## src/rtcrb_params.svh

```systemverilog
// Purpose: Constants for the real-time channel register bank.
// Assumes: Included by bare name; defines only.
// Notes: Host byte offsets equal DSP word addresses minus the bank base.
`ifndef RTCRB_PARAMS_SVH
`define RTCRB_PARAMS_SVH

// ****************************************************************
// Address map
// ****************************************************************
`define RTCRB_DSP_BANK_HI 8'h30
`define RTCRB_AREA_SIZE 7'h40
`define RTCRB_SLOT_COUNT 3'h6
`define RTCRB_SLOT_AUDIO_ONE 3'h0
`define RTCRB_SLOT_AUDIO_TWO 3'h1
`define RTCRB_SLOT_HDLC_ONE_RX 3'h2
`define RTCRB_SLOT_HDLC_ONE_TX 3'h3
`define RTCRB_SLOT_HDLC_TWO_RX 3'h4
`define RTCRB_SLOT_HDLC_TWO_TX 3'h5

// ****************************************************************
// Unit sizes and reset values
// ****************************************************************
`define RTCRB_UNIT_ONE_BYTE 5'h07
`define RTCRB_UNIT_TWO_BYTES 5'h0f
`define RTCRB_UNIT_FOUR_BYTES 5'h1f
`define RTCRB_WORD_RESET 32'h0000_0000

`endif

```

## src/rtcrb_pkg.sv

```systemverilog
// Purpose: Types shared by the real-time channel register bank.
// Assumes: Constants live in rtcrb_params.svh.
// Notes: Enum codes follow declaration order.
package rtcrb_pkg;

   // Bank area selected by the two top bits of a bank offset.
   typedef enum logic [1:0] {
      RTCRB_AREA_CHAN,
      RTCRB_AREA_COM,
      RTCRB_AREA_HDLC_ONE,
      RTCRB_AREA_HDLC_TWO
   } rtcrb_area_t;

   // Frame sync that marks a physical frame start for one channel.
   typedef enum logic [1:0] {
      RTCRB_SYNC_TDM,
      RTCRB_SYNC_AUDIO_RX,
      RTCRB_SYNC_AUDIO_TX,
      RTCRB_SYNC_OFF
   } rtcrb_sync_sel_t;

endpackage

```

## src/rtcrb_sync2.sv

```systemverilog
// Purpose: Two-stage synchroniser for asynchronous levels.
// Assumes: Inputs are pins from outside the clk domain.
// Notes: Only the second stage may be read by other logic.
`timescale 1ns/100ps
`default_nettype none
module rtcrb_sync2 #(
   parameter int WIDTH = 1
) (
   // Clock and reset
   input wire logic clk,
   input wire logic rstn,
   // Data
   input wire logic [WIDTH-1:0] async_in,
   output logic [WIDTH-1:0] sync_out
);

   logic [WIDTH-1:0] meta_r;

   always_ff @(posedge clk or negedge rstn) begin
      if (!rstn) begin
         meta_r <= '0;
         sync_out <= '0;
      end else begin
         meta_r <= async_in;
         sync_out <= meta_r;
      end
   end

endmodule
`default_nettype wire

```

## src/rtcrb_lane.sv

```systemverilog
// Purpose: One serial channel lane: receive capture and transmit drive.
// Assumes: bit_en and frame_start are one-cycle pulses on clk.
// Notes: A bit strobe in the frame-start cycle is captured into the finishing unit in frame mode.
`include "rtcrb_params.svh"
`timescale 1ns/100ps
`default_nettype none
module rtcrb_lane (
   // Clock and reset
   input wire logic clk,
   input wire logic rstn,
   // Configuration
   input wire logic [4:0] unit_m1,
   input wire logic lsb_first,
   input wire logic frame_mode,
   // Serial side
   input wire logic frame_start,
   input wire logic bit_en,
   input wire logic bit_in,
   output logic bit_out,
   // Word side
   input wire logic [31:0] tx_word,
   output logic [31:0] cap_word,
   output logic unit_done
);

   logic [31:0] rx_sh_r;
   logic [31:0] rx_sh_nxt;
   logic [31:0] tx_sh_r;
   logic [4:0] cnt_r;
   logic [4:0] pos;
   logic full_r;
   logic take;
   logic last;
   logic done_nxt;

   // Position of the current bit: MSB-first fills from unit_m1 down, so
   // short units end up justified at bit 0 either way.
   always_comb begin
      take = bit_en && !full_r;
      last = (cnt_r >= unit_m1);
      pos = lsb_first ? cnt_r : 5'(unit_m1 - cnt_r);
      rx_sh_nxt = rx_sh_r;
      if (take) begin
         rx_sh_nxt[pos] = bit_in;
      end
      if (frame_mode) begin
         done_nxt = frame_start;
      end else begin
         done_nxt = take && last;
      end
   end

   always_ff @(posedge clk or negedge rstn) begin
      if (!rstn) begin
         rx_sh_r <= `RTCRB_WORD_RESET;
         tx_sh_r <= `RTCRB_WORD_RESET;
         cap_word <= `RTCRB_WORD_RESET;
         cnt_r <= 5'h0_0;
         full_r <= 1'b0;
         unit_done <= 1'b0;
      end else begin
         unit_done <= done_nxt;
         if (done_nxt) begin
            // Second buffer stage: the finished unit moves out while the
            // shifters restart, so software has a whole unit to respond.
            cap_word <= rx_sh_nxt;
            tx_sh_r <= tx_word;
            rx_sh_r <= `RTCRB_WORD_RESET;
            cnt_r <= 5'h0_0;
            full_r <= 1'b0;
         end else if (take) begin
            rx_sh_r <= rx_sh_nxt;
            if (last) begin
               full_r <= 1'b1;
            end else begin
               cnt_r <= 5'(cnt_r + 5'h0_1);
            end
         end
      end
   end

   always_ff @(posedge clk or negedge rstn) begin
      if (!rstn) begin
         bit_out <= 1'b0;
      end else if (take) begin
         bit_out <= tx_sh_r[pos];
      end
   end

endmodule
`default_nettype wire

```

## src/rtcrb_bank.sv

```systemverilog
// Purpose: Real-time channel register bank shared by host and DSP.
// Assumes: Bus strobes and serial lane strobes are synchronous to clk.
// Notes: Frame sync pins are asynchronous and are synchronised here.
`include "rtcrb_params.svh"
`timescale 1ns/100ps
`default_nettype none
module rtcrb_bank (
   // Clock and reset
   input wire logic clk,
   input wire logic rstn,
   // Host byte bus
   input wire logic [7:0] host_addr,
   input wire logic [7:0] host_wdata,
   input wire logic host_wr,
   input wire logic host_rd,
   output logic [7:0] host_rdata,
   // DSP word bus
   input wire logic [15:0] dsp_addr,
   input wire logic [15:0] dsp_wdata,
   input wire logic dsp_wr,
   input wire logic dsp_rd,
   output logic [15:0] dsp_rdata,
   // HDLC register areas on the host side
   input wire logic hdlc_one_host_access_enable,
   input wire logic hdlc_two_host_access_enable,
   output logic [1:0] hdlc_host_wr,
   output logic [1:0] hdlc_host_rd,
   output logic [5:0] hdlc_host_offset,
   input wire logic [7:0] hdlc_one_host_rdata,
   input wire logic [7:0] hdlc_two_host_rdata,
   // Frame sync pins
   input wire logic tdm_frame_sync,
   input wire logic audio_receive_frame_sync,
   input wire logic audio_transmit_frame_sync,
   // Channel configuration
   input wire logic [4:0] audio_one_unit_m1,
   input wire logic [4:0] audio_two_unit_m1,
   input wire logic [1:0] hdlc_one_unit_sel,
   input wire logic [1:0] hdlc_two_unit_sel,
   input wire logic [1:0] receive_bit_order_select,
   input wire logic [1:0] transmit_bit_order_select,
   input wire logic [5:0] lane_frame_mode,
   input wire rtcrb_pkg::rtcrb_sync_sel_t [5:0] lane_sync_sel,
   input wire logic [5:0] lane_tx_src_dsp,
   // Serial lanes
   input wire logic [5:0] lane_bit_en,
   input wire logic [5:0] lane_bit_in,
   output logic [5:0] lane_bit_out,
   // Channel status and interrupts
   input wire logic [5:0] chan_status_clear,
   input wire logic [5:0] host_irq_mask,
   input wire logic [5:0] dsp_irq_mask,
   output logic [5:0] chan_status,
   output logic host_high_priority_irq,
   output logic dsp_high_priority_irq
);
   import rtcrb_pkg::*;

   // ****************************************************************
   // Frame sync edges
   // ****************************************************************
   logic [2:0] fs_sync;
   logic [2:0] fs_prev_r;
   logic [2:0] fs_rise;

   rtcrb_sync2 #(
      .WIDTH(3)
   ) u_fs_sync (
      .clk(clk),
      .rstn(rstn),
      .async_in({audio_transmit_frame_sync, audio_receive_frame_sync, tdm_frame_sync}),
      .sync_out(fs_sync)
   );

   always_ff @(posedge clk or negedge rstn) begin
      if (!rstn) begin
         fs_prev_r <= 3'h0;
      end else begin
         fs_prev_r <= fs_sync;
      end
   end

   assign fs_rise = fs_sync & ~fs_prev_r;

   // ****************************************************************
   // Lane configuration
   // ****************************************************************
   function automatic logic [4:0] hdlc_unit(input logic [1:0] sel);
      case (sel)
         2'h0: hdlc_unit = `RTCRB_UNIT_ONE_BYTE;
         2'h1: hdlc_unit = `RTCRB_UNIT_TWO_BYTES;
         default: hdlc_unit = `RTCRB_UNIT_FOUR_BYTES;
      endcase
   endfunction

   logic [4:0] lane_unit_m1 [6];
   logic [5:0] lane_lsb_first;
   logic [5:0] lane_frame_start;

   always_comb begin
      lane_unit_m1[`RTCRB_SLOT_AUDIO_ONE] = audio_one_unit_m1;
      lane_unit_m1[`RTCRB_SLOT_AUDIO_TWO] = audio_two_unit_m1;
      lane_unit_m1[`RTCRB_SLOT_HDLC_ONE_RX] = hdlc_unit(hdlc_one_unit_sel);
      lane_unit_m1[`RTCRB_SLOT_HDLC_ONE_TX] = hdlc_unit(hdlc_one_unit_sel);
      lane_unit_m1[`RTCRB_SLOT_HDLC_TWO_RX] = hdlc_unit(hdlc_two_unit_sel);
      lane_unit_m1[`RTCRB_SLOT_HDLC_TWO_TX] = hdlc_unit(hdlc_two_unit_sel);
      // A select bit of 1 means MSB first; audio is always MSB first.
      lane_lsb_first = {~transmit_bit_order_select[1], ~receive_bit_order_select[1],
                        ~transmit_bit_order_select[0], ~receive_bit_order_select[0],
                        2'b00};
      for (int i = 0; i < 6; i++) begin
         case (lane_sync_sel[i])
            RTCRB_SYNC_TDM: lane_frame_start[i] = fs_rise[0];
            RTCRB_SYNC_AUDIO_RX: lane_frame_start[i] = fs_rise[1];
            RTCRB_SYNC_AUDIO_TX: lane_frame_start[i] = fs_rise[2];
            default: lane_frame_start[i] = 1'b0;
         endcase
      end
   end

   // ****************************************************************
   // Channel lanes
   // ****************************************************************
   logic [31:0] host_tx_r [6];
   logic [31:0] dsp_tx_r [6];
   logic [31:0] host_rx_r [6];
   logic [31:0] dsp_rx_r [6];
   logic [31:0] lane_cap [6];
   logic [5:0] lane_done;

   // Lanes 0/1 are the audio channels, 2..5 the HDLC rx and tx access
   // channels; each lane captures into a readback and drives a written word.
   for (genvar g = 0; g < 6; g++) begin : g_lane
      rtcrb_lane u_lane (
         .clk(clk),
         .rstn(rstn),
         .unit_m1(lane_unit_m1[g]),
         .lsb_first(lane_lsb_first[g]),
         .frame_mode(lane_frame_mode[g]),
         .frame_start(lane_frame_start[g]),
         .bit_en(lane_bit_en[g]),
         .bit_in(lane_bit_in[g]),
         .bit_out(lane_bit_out[g]),
         .tx_word(lane_tx_src_dsp[g] ? dsp_tx_r[g] : host_tx_r[g]),
         .cap_word(lane_cap[g]),
         .unit_done(lane_done[g])
      );
   end

   // ****************************************************************
   // Address decode
   // ****************************************************************
   rtcrb_area_t host_area;
   rtcrb_area_t dsp_area;
   logic [2:0] host_slot;
   logic [2:0] dsp_slot;
   logic host_slot_ok;
   logic dsp_slot_ok;
   logic dsp_in_bank;
   logic [1:0] hdlc_host_ok;

   always_comb begin
      host_area = rtcrb_area_t'(host_addr[7:6]);
      host_slot = host_addr[4:2];
      host_slot_ok = (host_area == RTCRB_AREA_CHAN) && !host_addr[5] &&
                     (host_slot < `RTCRB_SLOT_COUNT);
      dsp_in_bank = (dsp_addr[15:8] == `RTCRB_DSP_BANK_HI);
      dsp_area = rtcrb_area_t'(dsp_addr[7:6]);
      dsp_slot = dsp_addr[4:2];
      dsp_slot_ok = dsp_in_bank && (dsp_area == RTCRB_AREA_CHAN) && !dsp_addr[5] &&
                    (dsp_slot < `RTCRB_SLOT_COUNT);
      hdlc_host_ok[0] = (host_area == RTCRB_AREA_HDLC_ONE) && hdlc_one_host_access_enable;
      hdlc_host_ok[1] = (host_area == RTCRB_AREA_HDLC_TWO) && hdlc_two_host_access_enable;
   end

   // Disabled HDLC areas see no strobe, so host writes there are dropped.
   assign hdlc_host_wr = hdlc_host_ok & {2{host_wr}};
   assign hdlc_host_rd = hdlc_host_ok & {2{host_rd}};
   assign hdlc_host_offset = host_addr[5:0];

   // ****************************************************************
   // Write registers (host and DSP copies kept apart)
   // ****************************************************************
   always_ff @(posedge clk or negedge rstn) begin
      if (!rstn) begin
         for (int i = 0; i < 6; i++) begin
            host_tx_r[i] <= `RTCRB_WORD_RESET;
         end
      end else if (host_wr && host_slot_ok) begin
         host_tx_r[host_slot][8*host_addr[1:0] +: 8] <= host_wdata;
      end
   end

   always_ff @(posedge clk or negedge rstn) begin
      if (!rstn) begin
         for (int i = 0; i < 6; i++) begin
            dsp_tx_r[i] <= `RTCRB_WORD_RESET;
         end
      end else if (dsp_wr && dsp_slot_ok) begin
         dsp_tx_r[dsp_slot][16*dsp_addr[1] +: 16] <= dsp_wdata;
      end
   end

   // ****************************************************************
   // Read registers (loaded at each unit end)
   // ****************************************************************
   always_ff @(posedge clk or negedge rstn) begin
      if (!rstn) begin
         for (int i = 0; i < 6; i++) begin
            host_rx_r[i] <= `RTCRB_WORD_RESET;
            dsp_rx_r[i] <= `RTCRB_WORD_RESET;
         end
      end else begin
         for (int i = 0; i < 6; i++) begin
            if (lane_done[i]) begin
               host_rx_r[i] <= lane_cap[i];
               dsp_rx_r[i] <= lane_cap[i];
            end
         end
      end
   end

   // ****************************************************************
   // Read data
   // ****************************************************************
   logic [7:0] host_rd_byte;

   always_comb begin
      host_rd_byte = 8'h00;
      if (host_slot_ok) begin
         host_rd_byte = host_rx_r[host_slot][8*host_addr[1:0] +: 8];
      end else if (hdlc_host_ok[0]) begin
         host_rd_byte = hdlc_one_host_rdata;
      end else if (hdlc_host_ok[1]) begin
         host_rd_byte = hdlc_two_host_rdata;
      end
   end

   always_ff @(posedge clk or negedge rstn) begin
      if (!rstn) begin
         host_rdata <= 8'h00;
      end else if (host_rd) begin
         host_rdata <= host_rd_byte;
      end
   end

   always_ff @(posedge clk or negedge rstn) begin
      if (!rstn) begin
         dsp_rdata <= 16'h0000;
      end else if (dsp_rd) begin
         // Only the channel area answers on this port; the rest reads zero.
         dsp_rdata <= dsp_slot_ok ? dsp_rx_r[dsp_slot][16*dsp_addr[1] +: 16] : 16'h0000;
      end
   end

   // ****************************************************************
   // Channel status and interrupt lines
   // ****************************************************************
   always_ff @(posedge clk or negedge rstn) begin
      if (!rstn) begin
         chan_status <= 6'h00;
      end else begin
         // A unit end in the clear cycle is kept: set wins over clear.
         chan_status <= (chan_status & ~chan_status_clear) | lane_done;
      end
   end

   always_ff @(posedge clk or negedge rstn) begin
      if (!rstn) begin
         host_high_priority_irq <= 1'b0;
         dsp_high_priority_irq <= 1'b0;
      end else begin
         host_high_priority_irq <= |(chan_status & host_irq_mask);
         dsp_high_priority_irq <= |(chan_status & dsp_irq_mask);
      end
   end

endmodule
`default_nettype wire

```

## config.mk

```make
export PLATFORM = sky130hd
export DESIGN_NAME = rtcrb_bank
export DESIGN_NICKNAME = d
export VERILOG_FILES = /design/src/rtcrb_pkg.sv /design/src/rtcrb_sync2.sv /design/src/rtcrb_lane.sv /design/src/rtcrb_bank.sv
export VERILOG_INCLUDE_DIRS = /design/src
export SDC_FILE = /design/constraint.sdc
export NUM_CORES = 2
export LEC_CHECK = 0
export BUFFER_PORTS_ARGS = -buffer_cell sky130_fd_sc_hd__buf_2
export CORE_MARGIN = 8
export CORE_UTILIZATION = 30
export DETAILED_ROUTE_END_ITERATION = 16
export PLACE_DENSITY = 0.47
export SKIP_CTS_REPAIR_TIMING = 1
export SLEW_MARGIN = 20
export SYNTH_ARGS = -nofsm -noshare
export SYNTH_HDL_FRONTEND = slang
export SYNTH_HIERARCHICAL = 1
export SYNTH_SLANG_ARGS = --single-unit
```

## constraint.sdc

```tcl
create_clock -name clk -period 4.57 [get_ports clk]
set_input_delay 0.2285 -clock clk [delete_from_list [all_inputs] [get_ports clk]]
set_output_delay 0.2285 -clock clk [all_outputs]
set_load 0.005 [all_outputs]
```

* Word-level counts from Yosys, hierarchy flattened
Index checks and enable logic that the tools add are counted.
** Word-level totals
- Register bits after elaboration :: 1241
- Input bits :: 147
- Output and inout bits :: 48
- Logic and storage cells :: 343
** Cells by class
- Add/sub/neg operators :: 14
- Magnitude comparators :: 24
- Eq/ne operators :: 23
- Shift-type cells :: 6
- Mux-type cells :: 124
- Bitwise logic cells :: 11
- Reductions and logical operators :: 73
** Operator list (number)
- $mux W32 :: 30
- $bwmux W192 :: 2
- $bmux W32 S3 :: 2
- $bwmux W32 :: 6
- $demux W32 S3 :: 2
- $mux W5 :: 22
- $neg A5 Y34 :: 2
- $lt A5 B6 Y1 const B :: 6
- $mux W1 :: 36
- $shift A16 B34 Y32 const A :: 1
- $shift A8 B34 Y32 const A :: 1
- $shiftx A16 B34 Y32 :: 1
- $shiftx A8 B34 Y32 :: 1
- $shiftx A32 B6 Y16 :: 1
- $shiftx A32 B6 Y8 :: 1
- $add A5 B1 Y5 const B :: 6
- $bmux W1 S5 :: 6
- $demux W1 S5 :: 6
- $ge A5 B1 Y1 const B :: 6
- $ge A5 B5 Y1 :: 6
- $sub A5 B5 Y5 :: 6
- $logic_and A1 B1 Y1 :: 29
- $mux W8 :: 3
- $reduce_and A2 Y1 :: 12
- other kinds (21) :: 81

* Longest topological paths before layout
- Depth after elaboration :: 12
- Depth in mapped cells :: 13
- Gate-level depth less buffers :: 12

* Modules after synthesis
Netlist, hierarchy kept.
** Modules (own cells, without submodules)
- rtcrb_bank :: times used 1, cells each 2345, area an instance 29158.0 µm², seq. area each 15289.7 µm²
- rtcrb_lane (g_lane[2].u_lane ...) :: times used 4, cells each 500, area an instance 5360.1 µm², seq. area each 2602.5 µm²
- rtcrb_lane (g_lane[0].u_lane ...) :: times used 2, cells each 508, area an instance 5272.6 µm², seq. area each 2602.5 µm²
- rtcrb_sync2 :: times used 1, cells each 6, area an instance 150.1 µm², seq. area each 150.1 µm²

* Worst setup path before layout
No wires, ideal clock.
- Path type :: reg2reg
- From :: reg g_lane[0].u_lane.cnt_r[0]
- To :: reg g_lane[0].u_lane.cap_word[6]
- Library setup time :: 0.126 ns
- Arrival :: 2.486 ns
- Data required time :: 4.444 ns
- Setup slack :: 1.958 ns
- Stages on the path, launching flop included :: 13
- Path buffers :: 1
- Period minus slack after synthesis :: 2.612 ns
- Cell sequence :: dfrtp_1 ha_1 inv_1 fa_1 a21o_1 a21oi_2 xor2_2 inv_2 o32ai_4 buf_6 nand2_2 mux2i_1 a21oi_1
** Between the ends
- Longest elaborated chain between the ends :: 7
- Elaborated cells between the ends (all ways) :: 11
- Those cells by class :: 1 x add/sub; 3 x order compare; 5 x mux; 2 x reduce/logical
** Ends and longest elaborated chain
- start: declaration :: line rtcrb_lane.sv:29 : logic [4:0] cnt_r;
- start signal: assignment :: line rtcrb_lane.sv:76 : cnt_r <= 5'(cnt_r + 5'h0_1);
- $sub A5 B5 Y5 :: line rtcrb_lane.sv:41 : pos = lsb_first ? cnt_r : 5'(unit_m1 - cnt_r);
- $lt A5 B6 Y1 (implied by the code) / $ge A5 B1 Y1 (equally long branches) :: line rtcrb_lane.sv:44 : rx_sh_nxt[pos] = bit_in;
- $logic_and A1 B1 Y1 (implied by the code) :: line rtcrb_lane.sv:44
- $mux W1 (implied by the code) :: line rtcrb_lane.sv:44
- $demux W1 S5
- $bwmux W32 :: line rtcrb_lane.sv:44
- $mux W32 :: line rtcrb_lane.sv:43 : if (take) begin
- end signal: assignment :: line rtcrb_lane.sv:57 : cap_word <= `RTCRB_WORD_RESET;
- end signal: assignment :: line rtcrb_lane.sv:66 : cap_word <= rx_sh_nxt;
- end: declaration :: line rtcrb_lane.sv:22 : output logic [31:0] cap_word,
Several ways; a longest one is shown, not always the timed one.
A chain may end at the register's enable or synchronous reset.

* Final worst setup path
- From :: reg g_lane[3].u_lane.cnt_r[3]
- To :: reg g_lane[3].u_lane.rx_sh_r[8]
** Between the ends
- Longest elaborated chain between the ends :: 10
- Elaborated cells between the ends (all ways) :: 15
- Those cells by class :: 1 x add/sub; 3 x order compare; 8 x mux; 3 x reduce/logical
** Ends and longest elaborated chain
- start: declaration :: line rtcrb_lane.sv:29
- start signal: assignment :: line rtcrb_lane.sv:76
- $sub A5 B5 Y5 :: line rtcrb_lane.sv:41
- $mux W5 :: line rtcrb_lane.sv:41
- $lt A5 B6 Y1 (implied by the code) / $ge A5 B1 Y1 (equally long branches) :: line rtcrb_lane.sv:44
- $logic_and A1 B1 Y1 (implied by the code) :: line rtcrb_lane.sv:44
- $mux W1 (implied by the code) :: line rtcrb_lane.sv:44
- $demux W1 S5
- $bwmux W32 :: line rtcrb_lane.sv:44
- $mux W32 :: line rtcrb_lane.sv:43
- $mux W32 :: line rtcrb_lane.sv:71 : end else if (take) begin
- $mux W32 :: line rtcrb_lane.sv:63 : if (done_nxt) begin
- end signal: assignment :: line rtcrb_lane.sv:55 : rx_sh_r <= `RTCRB_WORD_RESET;
- end signal: assignment :: line rtcrb_lane.sv:68 : rx_sh_r <= `RTCRB_WORD_RESET;
- end signal: assignment :: line rtcrb_lane.sv:72 : rx_sh_r <= rx_sh_nxt;
- end: declaration :: line rtcrb_lane.sv:26 : logic [31:0] rx_sh_r;
Several ways; a longest one is shown, not always the timed one. The select of a mux whose other input is x is not followed.

==> out/results.md <==
| Result | This run |
|---|---|
| Run status | finished with violations |
| Violated checks | hold timing |
| Die height | 468 um |
| Synth Area per Inst | 11.4 um^2 |
| Count of standard-cell rows | 166 |
| Wire length of the first global-routing pass | 299,000 um |
| Syn Std Cell Area | 0.0613 mm^2 |
| Final period demand of the worst path | 3.51 ns |
| Peak VDD IR | 0.372 mV |
| Global-route track usage on met2 | 0.293 |
| Post-CTS clock slew at the launch and capture registers of the worst setup and hold paths | 0.06 ns |
| Library cell with the largest summed area after synthesis | sky130_fd_sc_hd__dfrtp_1 |
| Total vias in the final route | 42,700 |
| Footprint of the multi-input gates | 0.0281 mm^2 |
| Slew at the pin closest to its max-slew limit | 1.19 ns |
| Nets | 5,697 |
| Critical Path Sink Type | flop |
| DR vias/cell | 5.14 |
| Post-Route Setup TNS | 0 ns |
| Final period utilization | 0.768 |
| Synth-to-Final Area Change | 14.5% |
| Post-detailed-route DRC marker count | 0 |
| Top area cells in the synthesized netlist | sky130_fd_sc_hd__dfrtp_1 51%, sky130_fd_sc_hd__mux2_2 13%, sky130_fd_sc_hd__mux2i_1 5.5% |
| Parity-gate share of the synthesized area counting xor and xnor cells | 0.00698 |
| Wire length per cell | 24.5 um |
| Core occupancy in the finished layout | 0.344 |
| Number of instances in the synthesized netlist | 5,367 |
| Distinct cell type count after synthesis | 94 |
| Critical Setup Path Class | flop to flop |
| GRT Util Overall | 0.182 |
| Pin count of the biggest net entering global routing | 143 |
| Fraction of final layout cells sized beyond drive strength 1 | 0.276 |
| CTS root buf | sky130_fd_sc_hd__clkbuf_16 |
| Leakage dissipation | 31.4 nW |
| Source-to-sink clock delay at the later pin of the worst-skew pair | 0.77 ns |
| Violation count after the first detailed-route iteration | 3,266 |
| Synth async-reset ratio | 1.00 |
| Initial Util | 0.301 |
| Global routing's busiest layer | met2 |
| Met3 layer usage reported by global route | 0.0281 |
| Dominant combinational cell family by area after synthesis | multiplexers |
| Dominant cell by count in the synthesized netlist | sky130_fd_sc_hd__dfrtp_1 |
| Critical path data arrival time | 4.18 ns |
| Met1 demand-to-capacity share in global routing | 0.244 |
| Final GP Congestion | 0.904 |
| CTS Buffer Depth | 3 |
| Hold/Removal Path Class | primary input to flop |
| GRT overflow | 0 |
| Worst-case headroom to the max-slew limit | 0.197 |
| CP Launch Type | flop |
| Setup repair after global routing missed its margin | no |
| Power Density | 495 mW/mm^2 |
| EDFF count, synth | 0 |
| Fin Clk Skew | 0.0270 ns |
| Primary flip-flop cell chosen by synthesis mapping | sky130_fd_sc_hd__dfrtp_1 |
| Number of global-route vias before repair | 42,700 |
| Max Clock Freq | 285 MHz |
| Area of the die | 0.219 mm^2 |
| Detailed Route WL | 203,000 um |
| Placed wire-length estimate after detailed placement | 144,000 um |
| Count of pins over their slew limit | 0 |
| H-tree depth | 4 |
| Synthesized-area fraction occupied by adder cells | 0.0103 |
| IO Port Bufs | 193 |
| Compound-cell area share of the yosys netlist | 0.128 |
| Post-layout instance count excluding filler cells | 8,307 |
| Placed Cells incl. Taps | 8,010 |
| Number of warning messages in the yosys log | 6 |
| Detailed-router iteration count before antenna repair | 6 |
| X dimension of the die | 468 um |
| CTS tree | built |
| Register area share after synthesis | 0.507 |
| Simple-gate portion of the synthesized area | 0.0816 |
| Worst setup timing slack at the placement stage | 0.977 ns |
| Final ANT Viol Nets | 0 |
| Final Hold Viols | 2 |
| WP data required | 5.24 ns |
| Max_cap viols | 0 |
| CTS Buf Count | 144 |
| Reg area | 0.0311 mm^2 |
| Synthesis-stage register bit count | 1,241 |
| CTS sink cnt | 1,241 |
| Post-synthesis mux area share | 0.229 |
| Initial antenna violation count | 28 |
| Layout filler cell count | 20,300 |
| Worst-path maximum fanout | 18 |
| Leading post-synthesis cells by instance count | 1,241 x sky130_fd_sc_hd__dfrtp_1, 733 x sky130_fd_sc_hd__mux2_2, 432 x sky130_fd_sc_hd__a21oi_1 |
| Smallest setup slack after layout | 1.06 ns |
| Count of final setup violators | 0 |
| Core area | 0.204 mm^2 |
| Worst hold slack after final layout | -0.0314 ns |
| Top-level I/O count | 195 |
| Share of Yosys cell area claimed by the top area cell type | 0.507 |
==> worst max-delay path, cell delays in order (launching register included) <==
cell and delay (ns):
sky130_fd_sc_hd__dfrtp_1 0.48, sky130_fd_sc_hd__inv_1 0.15, sky130_fd_sc_hd__ha_1 0.45, sky130_fd_sc_hd__o211ai_2 0.18, sky130_fd_sc_hd__a31oi_2 0.33, sky130_fd_sc_hd__o31ai_4 0.14
sky130_fd_sc_hd__nor2_2 0.70, sky130_fd_sc_hd__nand2_1 0.64, sky130_fd_sc_hd__o22ai_1 0.34
==> power by group <==
group          internal (mW)  switching, mW  total (mW)
logic                   3.24           4.75        7.98
clock network           6.80           4.82        11.6
registers               12.9           2.21        15.1
total                   23.0           11.8        34.7
==> state kept, by name (all words and copies together) (netlist names) <==
register	count
dsp_rdata	16
g_lane.u_lane/cnt_r	30
dsp_rx_r	192
g_lane.u_lane/tx_sh_r	192
g_lane.u_lane/bit_out	6
host_rdata	8
g_lane.u_lane/rx_sh_r	192
dsp_tx_r	192
g_lane.u_lane/cap_word	192
dsp_high_priority_irq	1
host_high_priority_irq	1
g_lane.u_lane/full_r	6
g_lane.u_lane/unit_done	6
u_fs_sync/sync_out	3
host_tx_r	192
u_fs_sync/meta_r	3
chan_status	6
fs_prev_r	3
==> kinds of logic (layout without fill, tap and decap cells) <==
family          count (synthesis)  after routing
other cells                     2             33
flops                        1241           1241
compound gates               1273           1273
xor+xnor                       42             42
fa+ha+maj                      47             47
mux                          1212           1212
simple gates                 1043           1043
buf+inv                       507            728
==> cells in the final DEF, fill, tap and decap left out, types with 29 or more instances in the layout <==
cell type                       count
sky130_fd_sc_hd__nor3_2            41
sky130_fd_sc_hd__nor2b_1           30
sky130_fd_sc_hd__a22o_1            69
sky130_fd_sc_hd__nand3_1           30
sky130_fd_sc_hd__o21ai_1          135
sky130_fd_sc_hd__ha_1              41
sky130_fd_sc_hd__mux4_2            40
sky130_fd_sc_hd__inv_1            137
sky130_fd_sc_hd__buf_2            190
sky130_fd_sc_hd__clkbuf_16        148
sky130_fd_sc_hd__a21oi_1          429
sky130_fd_sc_hd__buf_4             92
sky130_fd_sc_hd__o21ai_0          333
sky130_fd_sc_hd__clkbuf_1          36
sky130_fd_sc_hd__dlygate4sd3_1     34
sky130_fd_sc_hd__dfrtp_1         1241
sky130_fd_sc_hd__mux2i_1          335
sky130_fd_sc_hd__mux2_4            90
sky130_fd_sc_hd__o22ai_1           88
sky130_fd_sc_hd__nand4_1           29
sky130_fd_sc_hd__mux2_2           733
sky130_fd_sc_hd__nor2_1           324
sky130_fd_sc_hd__nand2_1          427
==> path summary, 6_finish.rpt <==
check                      cells past startpoint                             startpoint                                  endpoint  slack, ns
setup / recovery                               8  g_lane[3].u_lane/cnt_r[3]$_DFFE_PN0P_   g_lane[3].u_lane/rx_sh_r[8]$_DFFE_PN0P_       1.06
hold / removal                                 3                 hdlc_one_host_rdata[3]                 host_rdata[3]$_DFFE_PN0P_      -0.03
setup reg to reg                               8  g_lane[3].u_lane/cnt_r[3]$_DFFE_PN0P_   g_lane[3].u_lane/rx_sh_r[8]$_DFFE_PN0P_       1.06
hold reg to reg                                0          u_fs_sync/meta_r[1]$_DFF_PN0_           u_fs_sync/sync_out[1]$_DFF_PN0_       0.35
max in group asynchronous                      3                                   rstn                  dsp_tx_r[34]$_DFFE_PN0P_       3.19
min in group asynchronous                      2                                   rstn  g_lane[0].u_lane/cap_word[6]$_DFFE_PN0P_       0.06
==> area by class of cell <==
type | instances | share of cell area
Antenna cell | 11 | 0.000392
Multi-Input combinational cell | 3639 | 0.400
Tap cell | 2688 | 0.0479
Sequential cell | 1241 | 0.442
Inverter | 140 | 0.00749
Clock buffer | 211 | 0.0600
Clock inverter | 40 | 0.00720
Timing Repair Buffer | 337 | 0.0341
==> through the flow <==
step | power, mW | cell area (um^2) | hold slack (ns)
after floorplan | 19.4 | 61400 | -0.0671
after global placement | 23.1 | 65100 | 0.263
after detailed placement | 23.3 | 65100 | 0.260
after CTS | 35.1 | 69800 | -0.592
after global routing | 36.4 | 70200 | 0.00274
final | 34.7 | 70200 | -0.0314
==> routing by layer <==
layer,part of all wire,vias up
met5,0.00018,-
li1,-,19600
met2,0.47,1000
met1,0.44,21800
met4,0.044,6
met3,0.044,317
Power figures use the tool's default switching activity.
